`src/rtl/otis_defs.vh`:
```
`ifndef OTIS_DEFS_VH
`define OTIS_DEFS_VH
// ----------------------------------------------------------------------
// Register map
// ----------------------------------------------------------------------
`define OTIS_ADDR_CFG     12'h000
`define OTIS_ADDR_STATUS  12'h004
`define OTIS_ADDR_INTSTAT 12'h008
`define OTIS_ADDR_INTMASK 12'h00c
// ----------------------------------------------------------------------
// Setting encodings and reset values
// ----------------------------------------------------------------------
`define OTIS_MODE_INHIBIT 2'h0
`define OTIS_MODE_IGNORE  2'h1
`define OTIS_MODE_FAULT   2'h2
`define OTIS_MODE_RESET   2'h1
`define OTIS_SEQ_BRAKE    2'h0
`define OTIS_SEQ_ZTORQUE  2'h1
`define OTIS_SEQ_ESTOP    2'h2
`define OTIS_SEQ_RESET    2'h0
// Last count of the synchroniser fill before the settings are captured.
`define OTIS_FILL_LAST    2'h3
// ----------------------------------------------------------------------
// Interrupt bit positions
// ----------------------------------------------------------------------
`define OTIS_IRQ_POS   0
`define OTIS_IRQ_NEG   1
`define OTIS_IRQ_FAULT 2
`define OTIS_IRQ_W     3
`define OTIS_FAULT_CODE 8'h26
`endif

```
`src/rtl/otis_seq.v`:
```
// The register offsets and the APB interface to the registers were chosen for this implementation.
`timescale 1ns/1ps
`default_nettype none
`include "otis_defs.vh"
module otis_seq (
  input wire i_clock,
  input wire i_rst_n,
  input wire i_positive_limit_input,
  input wire i_negative_limit_input,
  input wire [1:0] i_limit_input_mode,
  input wire [1:0] i_limit_stop_sequence,
  input wire i_cmd_pos,
  input wire i_cmd_neg,
  input wire i_stalled,
  input wire i_psel,
  input wire i_penable,
  input wire i_pwrite,
  input wire [11:0] i_paddr,
  input wire [31:0] i_pwdata,
  output reg [31:0] o_prdata,
  output reg o_pready,
  output reg o_pslverr,
  output reg o_move_pos,
  output reg o_move_neg,
  output reg o_short_circuit_braking,
  output reg o_zero_torque_pos,
  output reg o_zero_torque_neg,
  output reg o_emergency_stop,
  output reg o_hold_deviation,
  output reg o_limit_input_fault,
  output reg [7:0] o_fault_code,
  output reg o_irq
);
  // ----------------------------------------------------------------------
  // Stop phase states
  // ----------------------------------------------------------------------
  localparam ST_RUN = 3'b001;
  localparam ST_DECEL = 3'b010;
  localparam ST_STALL = 3'b100;

  wire pos_s;
  wire neg_s;
  wire [1:0] mode_s0;
  wire [1:0] mode_s1;
  wire [1:0] seq_s0;
  wire [1:0] seq_s1;
  wire stall_s;
  reg [1:0] mode_r;
  reg [1:0] seq_r;
  reg latch_done_r;
  reg [2:0] state_r;
  reg [2:0] state_nxt;
  reg [`OTIS_IRQ_W-1:0] stat_r;
  reg [`OTIS_IRQ_W-1:0] mask_r;
  reg pos_d_r;
  reg neg_d_r;
  reg fault_d_r;
  wire inhibit_pos;
  wire inhibit_neg;
  wire inhibit_any;
  wire fault_now;
  wire [`OTIS_IRQ_W-1:0] events;
  wire [`OTIS_IRQ_W-1:0] w1c;
  wire wr_acc;
  wire rd_setup;

  // ----------------------------------------------------------------------
  // Input synchronisers
  // ----------------------------------------------------------------------
  otis_sync u_pos (.i_clock(i_clock), .i_rst_n(i_rst_n),
    .i_async(i_positive_limit_input), .o_sync(pos_s));
  otis_sync u_neg (.i_clock(i_clock), .i_rst_n(i_rst_n),
    .i_async(i_negative_limit_input), .o_sync(neg_s));
  otis_sync u_m0 (.i_clock(i_clock), .i_rst_n(i_rst_n),
    .i_async(i_limit_input_mode[0]), .o_sync(mode_s0[0]));
  otis_sync u_m1 (.i_clock(i_clock), .i_rst_n(i_rst_n),
    .i_async(i_limit_input_mode[1]), .o_sync(mode_s0[1]));
  otis_sync u_q0 (.i_clock(i_clock), .i_rst_n(i_rst_n),
    .i_async(i_limit_stop_sequence[0]), .o_sync(seq_s0[0]));
  otis_sync u_q1 (.i_clock(i_clock), .i_rst_n(i_rst_n),
    .i_async(i_limit_stop_sequence[1]), .o_sync(seq_s0[1]));
  otis_sync u_st (.i_clock(i_clock), .i_rst_n(i_rst_n),
    .i_async(i_stalled), .o_sync(stall_s));
  assign mode_s1 = mode_s0;
  assign seq_s1 = seq_s0;

  // ----------------------------------------------------------------------
  // Power-on latch of the settings
  // ----------------------------------------------------------------------
  // The settings are captured once, after the synchronisers have filled,
  // and never again until the next reset.
  reg [1:0] fill_r;
  always @(posedge i_clock or negedge i_rst_n) begin
    if (!i_rst_n) begin
      mode_r <= `OTIS_MODE_RESET;
      seq_r <= `OTIS_SEQ_RESET;
      latch_done_r <= 1'b0;
      fill_r <= 2'h0;
    end else if (!latch_done_r) begin
      if (fill_r == `OTIS_FILL_LAST) begin
        mode_r <= mode_s1;
        seq_r <= seq_s1;
        latch_done_r <= 1'b1;
      end else begin
        fill_r <= fill_r + 2'h1;
      end
    end
  end

  // Inhibit applies per direction only in mode 0 once the latch is done.
  assign inhibit_pos = latch_done_r && (mode_r == `OTIS_MODE_INHIBIT) &&
    pos_s;
  assign inhibit_neg = latch_done_r && (mode_r == `OTIS_MODE_INHIBIT) &&
    neg_s;
  assign inhibit_any = inhibit_pos | inhibit_neg;
  assign fault_now = latch_done_r && (mode_r == `OTIS_MODE_FAULT) &&
    (pos_s | neg_s);

  // ----------------------------------------------------------------------
  // Stop phase sequencer
  // ----------------------------------------------------------------------
  // Moves from run to deceleration on an inhibit, to stalled on standstill.
  always @* begin
    state_nxt = state_r;
    case (state_r)
      ST_RUN: begin
        if (inhibit_any) begin
          state_nxt = ST_DECEL;
        end
      end
      ST_DECEL: begin
        if (!inhibit_any) begin
          state_nxt = ST_RUN;
        end else if (stall_s) begin
          state_nxt = ST_STALL;
        end
      end
      ST_STALL: begin
        if (!inhibit_any) begin
          state_nxt = ST_RUN;
        end else if (!stall_s) begin
          state_nxt = ST_DECEL;
        end
      end
      default: begin
        state_nxt = ST_RUN;
      end
    endcase
  end

  always @(posedge i_clock or negedge i_rst_n) begin
    if (!i_rst_n) begin
      state_r <= ST_RUN;
    end else begin
      state_r <= state_nxt;
    end
  end

  // Stop outputs per sequence value and phase.
  always @(posedge i_clock or negedge i_rst_n) begin
    if (!i_rst_n) begin
      o_short_circuit_braking <= 1'b0;
      o_zero_torque_pos <= 1'b0;
      o_zero_torque_neg <= 1'b0;
      o_emergency_stop <= 1'b0;
      o_hold_deviation <= 1'b0;
    end else begin
      o_short_circuit_braking <= (state_r == ST_DECEL) &&
        (seq_r == `OTIS_SEQ_BRAKE);
      o_emergency_stop <= (state_r == ST_DECEL) &&
        (seq_r == `OTIS_SEQ_ESTOP);
      o_zero_torque_pos <= inhibit_pos && ((state_r == ST_STALL) ||
        (seq_r == `OTIS_SEQ_ZTORQUE));
      o_zero_torque_neg <= inhibit_neg && ((state_r == ST_STALL) ||
        (seq_r == `OTIS_SEQ_ZTORQUE));
      o_hold_deviation <= (state_r != ST_RUN) &&
        (seq_r != `OTIS_SEQ_ESTOP);
    end
  end

  // Motion gating: an inhibit drops only the blocked direction; a fault drops both.
  always @(posedge i_clock or negedge i_rst_n) begin
    if (!i_rst_n) begin
      o_move_pos <= 1'b0;
      o_move_neg <= 1'b0;
    end else begin
      o_move_pos <= i_cmd_pos && !inhibit_pos && !fault_now;
      o_move_neg <= i_cmd_neg && !inhibit_neg && !fault_now;
    end
  end

  // Fault indication is a level while either limit is active in mode 2.
  always @(posedge i_clock or negedge i_rst_n) begin
    if (!i_rst_n) begin
      o_limit_input_fault <= 1'b0;
      o_fault_code <= 8'h00;
    end else begin
      o_limit_input_fault <= fault_now;
      o_fault_code <= fault_now ? `OTIS_FAULT_CODE : 8'h00;
    end
  end

  // ----------------------------------------------------------------------
  // Interrupt status and mask
  // ----------------------------------------------------------------------
  assign wr_acc = i_psel && i_penable && i_pwrite;
  assign w1c = (wr_acc && (i_paddr == `OTIS_ADDR_INTSTAT)) ?
    i_pwdata[`OTIS_IRQ_W-1:0] : {`OTIS_IRQ_W{1'b0}};
  assign events = {fault_now & ~fault_d_r, inhibit_neg & ~neg_d_r,
    inhibit_pos & ~pos_d_r};

  // Set wins over a write-one clear in the same cycle.
  always @(posedge i_clock or negedge i_rst_n) begin
    if (!i_rst_n) begin
      stat_r <= {`OTIS_IRQ_W{1'b0}};
      mask_r <= {`OTIS_IRQ_W{1'b0}};
      pos_d_r <= 1'b0;
      neg_d_r <= 1'b0;
      fault_d_r <= 1'b0;
      o_irq <= 1'b0;
    end else begin
      pos_d_r <= inhibit_pos;
      neg_d_r <= inhibit_neg;
      fault_d_r <= fault_now;
      stat_r <= (stat_r & ~w1c) | events;
      if (wr_acc && (i_paddr == `OTIS_ADDR_INTMASK)) begin
        mask_r <= i_pwdata[`OTIS_IRQ_W-1:0];
      end
      o_irq <= |(((stat_r & ~w1c) | events) & mask_r);
    end
  end

  // ----------------------------------------------------------------------
  // APB slave: no wait states, read data latched in setup
  // ----------------------------------------------------------------------
  assign rd_setup = i_psel && !i_penable && !i_pwrite;
  always @(posedge i_clock or negedge i_rst_n) begin
    if (!i_rst_n) begin
      o_prdata <= 32'h00000000;
      o_pready <= 1'b0;
      o_pslverr <= 1'b0;
    end else begin
      o_pready <= i_psel && !i_penable;
      o_pslverr <= i_psel && !i_penable &&
        (i_paddr != `OTIS_ADDR_CFG) && (i_paddr != `OTIS_ADDR_STATUS) &&
        (i_paddr != `OTIS_ADDR_INTSTAT) && (i_paddr != `OTIS_ADDR_INTMASK);
      if (rd_setup) begin
        case (i_paddr)
          `OTIS_ADDR_CFG: o_prdata <= {27'h0, latch_done_r, seq_r, mode_r};
          `OTIS_ADDR_STATUS: o_prdata <= {27'h0, state_r, neg_s, pos_s};
          `OTIS_ADDR_INTSTAT: o_prdata <= {29'h0, stat_r};
          `OTIS_ADDR_INTMASK: o_prdata <= {29'h0, mask_r};
          default: o_prdata <= 32'h00000000;
        endcase
      end else begin
        o_prdata <= 32'h00000000;
      end
    end
  end
endmodule // otis_seq
`default_nettype wire

```
`src/rtl/otis_sync.v`:
```
`timescale 1ns/1ps
`default_nettype none
// Two-flip-flop synchroniser for an asynchronous level.
module otis_sync (
  input wire i_clock,
  input wire i_rst_n,
  input wire i_async,
  output wire o_sync
);
  reg meta_r;
  reg sync_r;
  // Only the second stage is ever read downstream.
  always @(posedge i_clock or negedge i_rst_n) begin
    if (!i_rst_n) begin
      meta_r <= 1'b0;
      sync_r <= 1'b0;
    end else begin
      meta_r <= i_async;
      sync_r <= meta_r;
    end
  end
  assign o_sync = sync_r;
endmodule // otis_sync
`default_nettype wire

```
`config.mk`:
```
export PLATFORM = sky130hd
export DESIGN_NAME = otis_seq
export DESIGN_NICKNAME = d
export VERILOG_FILES = /design/src/rtl/otis_seq.v /design/src/rtl/otis_sync.v
export VERILOG_INCLUDE_DIRS = /design/src /design/src/rtl
export SDC_FILE = /design/constraint.sdc
export NUM_CORES = 1
export LEC_CHECK = 0
export ABC_AREA = 1
export BUFFER_PORTS_ARGS = -buffer_cell sky130_fd_sc_hd__buf_2
export CAP_MARGIN = 10
export CORE_ASPECT_RATIO = 1.1
export CORE_UTILIZATION = 51
export CTS_BUF_LIST = sky130_fd_sc_hd__clkbuf_2 sky130_fd_sc_hd__clkbuf_4 sky130_fd_sc_hd__clkbuf_8
export DETAILED_ROUTE_END_ITERATION = 12
export PLACE_DENSITY = 0.93
export SLEW_MARGIN = 20
export SYNTH_ARGS = -nofsm -noshare
export SYNTH_HDL_FRONTEND = slang
export SYNTH_SLANG_ARGS = --single-unit
```
`constraint.sdc`:
```
create_clock -name i_clock -period 4.6 [get_ports i_clock]
set_clock_uncertainty 0.15 [all_clocks]
set_input_delay 0.92 -clock i_clock [delete_from_list [all_inputs] [get_ports i_clock]]
set_output_delay 0.92 -clock i_clock [all_outputs]
set_load 0.01 [all_outputs]
```
==> impl.org <==
** Place
- At the placement stage, the worst setup path has a slack of ~2.2 ns.
- Once placement completed, the tool counted placed cells totaling about 310.
- After legalization and detailed placement, the total HPWL measured ~2.7 mm.
- IO buf count :: 47
- Routability-driven placement finished with a final weighted congestion of 0.830.

** Die
- The floorplan has 24 rows.
- The total area inside the core boundary comes to 4020 sq um.
- Vert. Die Dim :: roughly 71 um
- Die X-Extent :: between 60 and 70 um
- Total die area :: about 4500 sq um
- The initial utilization of the core area, before any placement, comes to 0.543.
- 109 I/O pins were placed.

** Clock tree
- H-tree depth :: 2
- # hold bufs at CTS :: 0
- Clock tree synthesis inserted a total of 5 buffers.
- Once the clock tree was built, the setup fixing pass inserted 0 buffers.
- Clk sink count :: 48
- Resize count post-CTS :: 0
- Clock Root Buffer :: sky130_fd_sc_hd__clkbuf_8
- Reg clk slew, reported paths :: 0.09 ns
- Clock latency on the worst-skew pair :: around 0.30 ns
- Counting along the longest clock path gives a buffer depth of 2.
- Clock tree from TritonCTS :: done

** Final layout
- From synthesis to final layout, the design area changed by 11.8%.
- Number of nets in the layout :: between 300 and 400
- Once layout is complete, the cells apart from fillers number around 320.
- Antenna diode count :: 0
- Fraction of final layout cells with drive strength greater than 1 :: 0.270
- At the end of the flow the core is filled with cells to 0.607.

** Global route
- The first global-routing pass estimated ~6.3 mm of wire.
- Entering global routing, the biggest net connects between 40 and 50 pins.
- Number of global-route vias before repair :: around 1500
- The initial antenna violation count came to 0.
- In the global route stage, overall resource usage came out at 0.183.
- Overflow after GRT :: 0

** Timing
- Max-slew violation count :: 0
- For the final routed database, the setup TNS stands at 0 ns.
- Setup repair after global routing missed its margin :: false
- At the pin with the least slew margin, the transition time is 0.572 ns.
- Smallest setup slack after layout :: 2.53 ns
- Post-layout minimum cycle time :: ~2.1 ns
- Setup violations, final :: 0
- Based on the critical path, the design can be clocked at up to 484 MHz.
- The number of hold violations in the final report is 0.
- Headroom to the max-slew limit came out at 0.619.
- Period Utilization, post-route :: 0.450
- Tightest hold margin :: 0.202 ns

** Routing
- Via/cell ratio :: 4.78
- The count of nets left with antenna violations once routing finished came out at 0.
- Total wire length :: approximately 3.7 mm
- Per-cell routed wire length :: approximately 12 um
- Vias post-DR :: around 1500
- For this run, the detailed router's first-pass iteration total came to 4.
- For this run, design rule violations remaining after detail routing come to 0.
- After the first detailed-routing iteration, the DRC count stood at 79.

** Logic synthesis
- Biggest area contributors in the synthesized netlist :: sky130_fd_sc_hd__dfrtp_1, sky130_fd_sc_hd__buf_4, sky130_fd_sc_hd__nor2_1
- Synthesized-area fraction occupied by adder cells :: 0.00573
- The biggest area contributor in the post-synthesis netlist is sky130_fd_sc_hd__dfrtp_1.
- Netlist area before placement :: ~2200 sq um
- The synthesized design contains between 40 and 50 register bits.
- Share of synthesized cell area in and, or, nand and nor gates :: 0.215
- After synthesis, the share of cell area in mux cells is 0.0155.
- Counting every instance in the synthesized netlist gives 220.
- Xor and xnor fraction of the mapped netlist area :: 0.00401
- Of the synthesized area, sequential elements account for 0.551.
- After synthesis, the largest family of logic cells by area is simple AND/OR/NAND/NOR gates.
- Share of the synthesized area in the top cell type :: 0.527
- Synth Area per Inst :: about 9.9 sq um
- Count of different cell masters after synthesis :: 30
- Post-synthesis compound-gate area fraction :: 0.0367
- Syn. warnings :: 0

** Critical path
- Cell with the biggest individual delay on the critical path :: sky130_fd_sc_hd__mux2_1
- Classification of the worst setup path :: in -> reg
- The largest single stage delay on the critical path is 0.36 ns.
- On the critical path the largest part of the delay comes from simple AND/OR/NAND/NOR gates.
- The setup check on the worst reg-to-reg path leaves a slack of around 2.8 ns.
- Counting both buffers and inverters, the worst setup path holds a total of 1.
- STA classifies the critical path endpoint as a register.
- STA puts the critical path data arrival time at 2.10 ns.
- Required time at the endpoint of the critical path :: between 4 and 5 ns
- Startpoint type of the worst setup path :: primary input
- Walking the worst path, the cells encountered are buf_2 -> nor2_1 -> nand2_1 -> nor2_4 -> nand3_2 -> mux2_1.
- In this run the worst path has a maximum fanout of 15.

** Hold path
- Worst min-delay path class :: reg -> reg

** Power
- The share of total power dissipated in combinational logic is 0.131.
- Cell internal power was estimated by the tool at 650 uW.
- Power density cells :: 361 nW/um^2
- Share of total power in the clock network :: 0.344
- The share of total power dissipated in sequential elements is 0.525.
- Switching fraction of total power :: 0.264
- In this run the power spent charging and discharging nets is 233 uW.
- IR drop worst, VDD :: about 0.22 mV
- Static leakage power :: ~0.0013 uW

** Status
- Outcome :: finished, final reports clean

** Run
- Max-capacitance violation count :: 0
[per-layer routing]
layer,vias up,share of wire,GRT usage
met1,710,0.39,0.209
met3,12,0.069,0.0435
met2,87,0.51,0.308
met5,-,0,0
li1,731,-,-
met4,0,0.031,0.114
[state kept, by name (all words and copies together), names as in the netlist, 2 cells and up]
register,count
o_prdata,5
mask_r,3
stat_r,3
state_r,3
fill_r,2
mode_r,2
seq_r,2
[cell families (layout without fill, tap and decap cells)]
logic type | count (synthesis) | in the layout
simple gates | 91 | 91
buf+inv | 61 | 80
flops | 48 | 48
compound gates | 14 | 14
mux | 3 | 3
fa+ha+maj | 1 | 1
other cells | 1 | 32
xor+xnor | 1 | 1
[cells in the final DEF (no fill, tap or decap)]
cell                         n
sky130_fd_sc_hd__a21boi_0    1
sky130_fd_sc_hd__a21oi_1     7
sky130_fd_sc_hd__buf_2      46
sky130_fd_sc_hd__buf_4       1
sky130_fd_sc_hd__bufinv_16   1
sky130_fd_sc_hd__clkbuf_8    5
sky130_fd_sc_hd__clkinv_4    2
sky130_fd_sc_hd__conb_1     32
sky130_fd_sc_hd__dfrtp_1    46
sky130_fd_sc_hd__dfstp_2     2
sky130_fd_sc_hd__ha_1        1
sky130_fd_sc_hd__inv_1      24
sky130_fd_sc_hd__inv_2       1
sky130_fd_sc_hd__mux2_1      3
sky130_fd_sc_hd__nand2_1    24
sky130_fd_sc_hd__nand2_2     7
sky130_fd_sc_hd__nand3_1    11
sky130_fd_sc_hd__nand3_2     2
sky130_fd_sc_hd__nand3b_1    1
sky130_fd_sc_hd__nand4_1     4
sky130_fd_sc_hd__nand4_2     1
sky130_fd_sc_hd__nand4_4     1
sky130_fd_sc_hd__nor2_1     26
sky130_fd_sc_hd__nor2_2      1
sky130_fd_sc_hd__nor2_4      2
sky130_fd_sc_hd__nor3_1      8
sky130_fd_sc_hd__nor3_4      1
sky130_fd_sc_hd__o21ai_0     2
sky130_fd_sc_hd__o21bai_1    1
sky130_fd_sc_hd__o22ai_1     2
sky130_fd_sc_hd__o31ai_1     1
sky130_fd_sc_hd__or2_0       2
sky130_fd_sc_hd__xor2_1      1
[cell usage after synthesis]
library cell               instances
sky130_fd_sc_hd__dfrtp_1          46
sky130_fd_sc_hd__buf_4            35
sky130_fd_sc_hd__nor2_1           26
sky130_fd_sc_hd__inv_1            24
sky130_fd_sc_hd__nand2_1          24
sky130_fd_sc_hd__nand3_1          11
sky130_fd_sc_hd__nor3_1            8
sky130_fd_sc_hd__a21oi_1           7
sky130_fd_sc_hd__nand2_2           7
sky130_fd_sc_hd__nand4_1           4
sky130_fd_sc_hd__mux2_1            3
sky130_fd_sc_hd__dfstp_2           2
sky130_fd_sc_hd__nand3_2           2
sky130_fd_sc_hd__nor2_4            2
sky130_fd_sc_hd__o21ai_0           2
sky130_fd_sc_hd__o22ai_1           2
sky130_fd_sc_hd__or2_0             2
sky130_fd_sc_hd__a21boi_0          1
sky130_fd_sc_hd__buf_8             1
sky130_fd_sc_hd__conb_1            1
sky130_fd_sc_hd__ha_1              1
sky130_fd_sc_hd__inv_2             1
sky130_fd_sc_hd__nand3b_1          1
sky130_fd_sc_hd__nand4_2           1
sky130_fd_sc_hd__nand4_4           1
sky130_fd_sc_hd__nor2_2            1
sky130_fd_sc_hd__nor3_4            1
sky130_fd_sc_hd__o21bai_1          1
sky130_fd_sc_hd__o31ai_1           1
sky130_fd_sc_hd__xor2_1            1
[stage by stage]
stage               power (uW)  area [sq um]
floorplan                  560          2300
global placement           574          2320
detailed placement         584          2320
CTS                        887          2440
global route               923          2440
finish                     883          2440
[cell type report]
class                           instances  area [sq um]
Fill cell                             329          1580
Sequential cell                        48          1200
Multi-Input combinational cell        142           726
Timing Repair Buffer                   47           238
Inverter                               25          93.8
Clock buffer                            5          68.8
Tap cell                               52          65.1
Clock inverter                          3          47.5
[power by group through the flow]
stage | Clock (uW) | Combinational, uW | Sequential, uW
2_1_floorplan | 0 | 87.6 | 473
3_3_place_gp | 0 | 106 | 469
3_5_place_dp | 0 | 113 | 471
4_1_cts | 310 | 114 | 463
5_1_grt | 327 | 131 | 466
6_report | 304 | 115 | 464
[path summary, 6_finish.rpt]
check / start / depth (start not counted) / to
min: u_pos.meta_r / 0 / u_pos.o_sync
max in group asynchronous: i_rst_n / 1 / u_q1.o_sync
max: i_paddr[9] / 6 / mask_r[2]
min reg2reg: u_pos.meta_r / 0 / u_pos.o_sync
min in group asynchronous: i_rst_n / 1 / o_irq
max reg2reg: state_r[0] / 7 / state_r[2]
No activity file was read; power rests on OpenSTA's default activity.
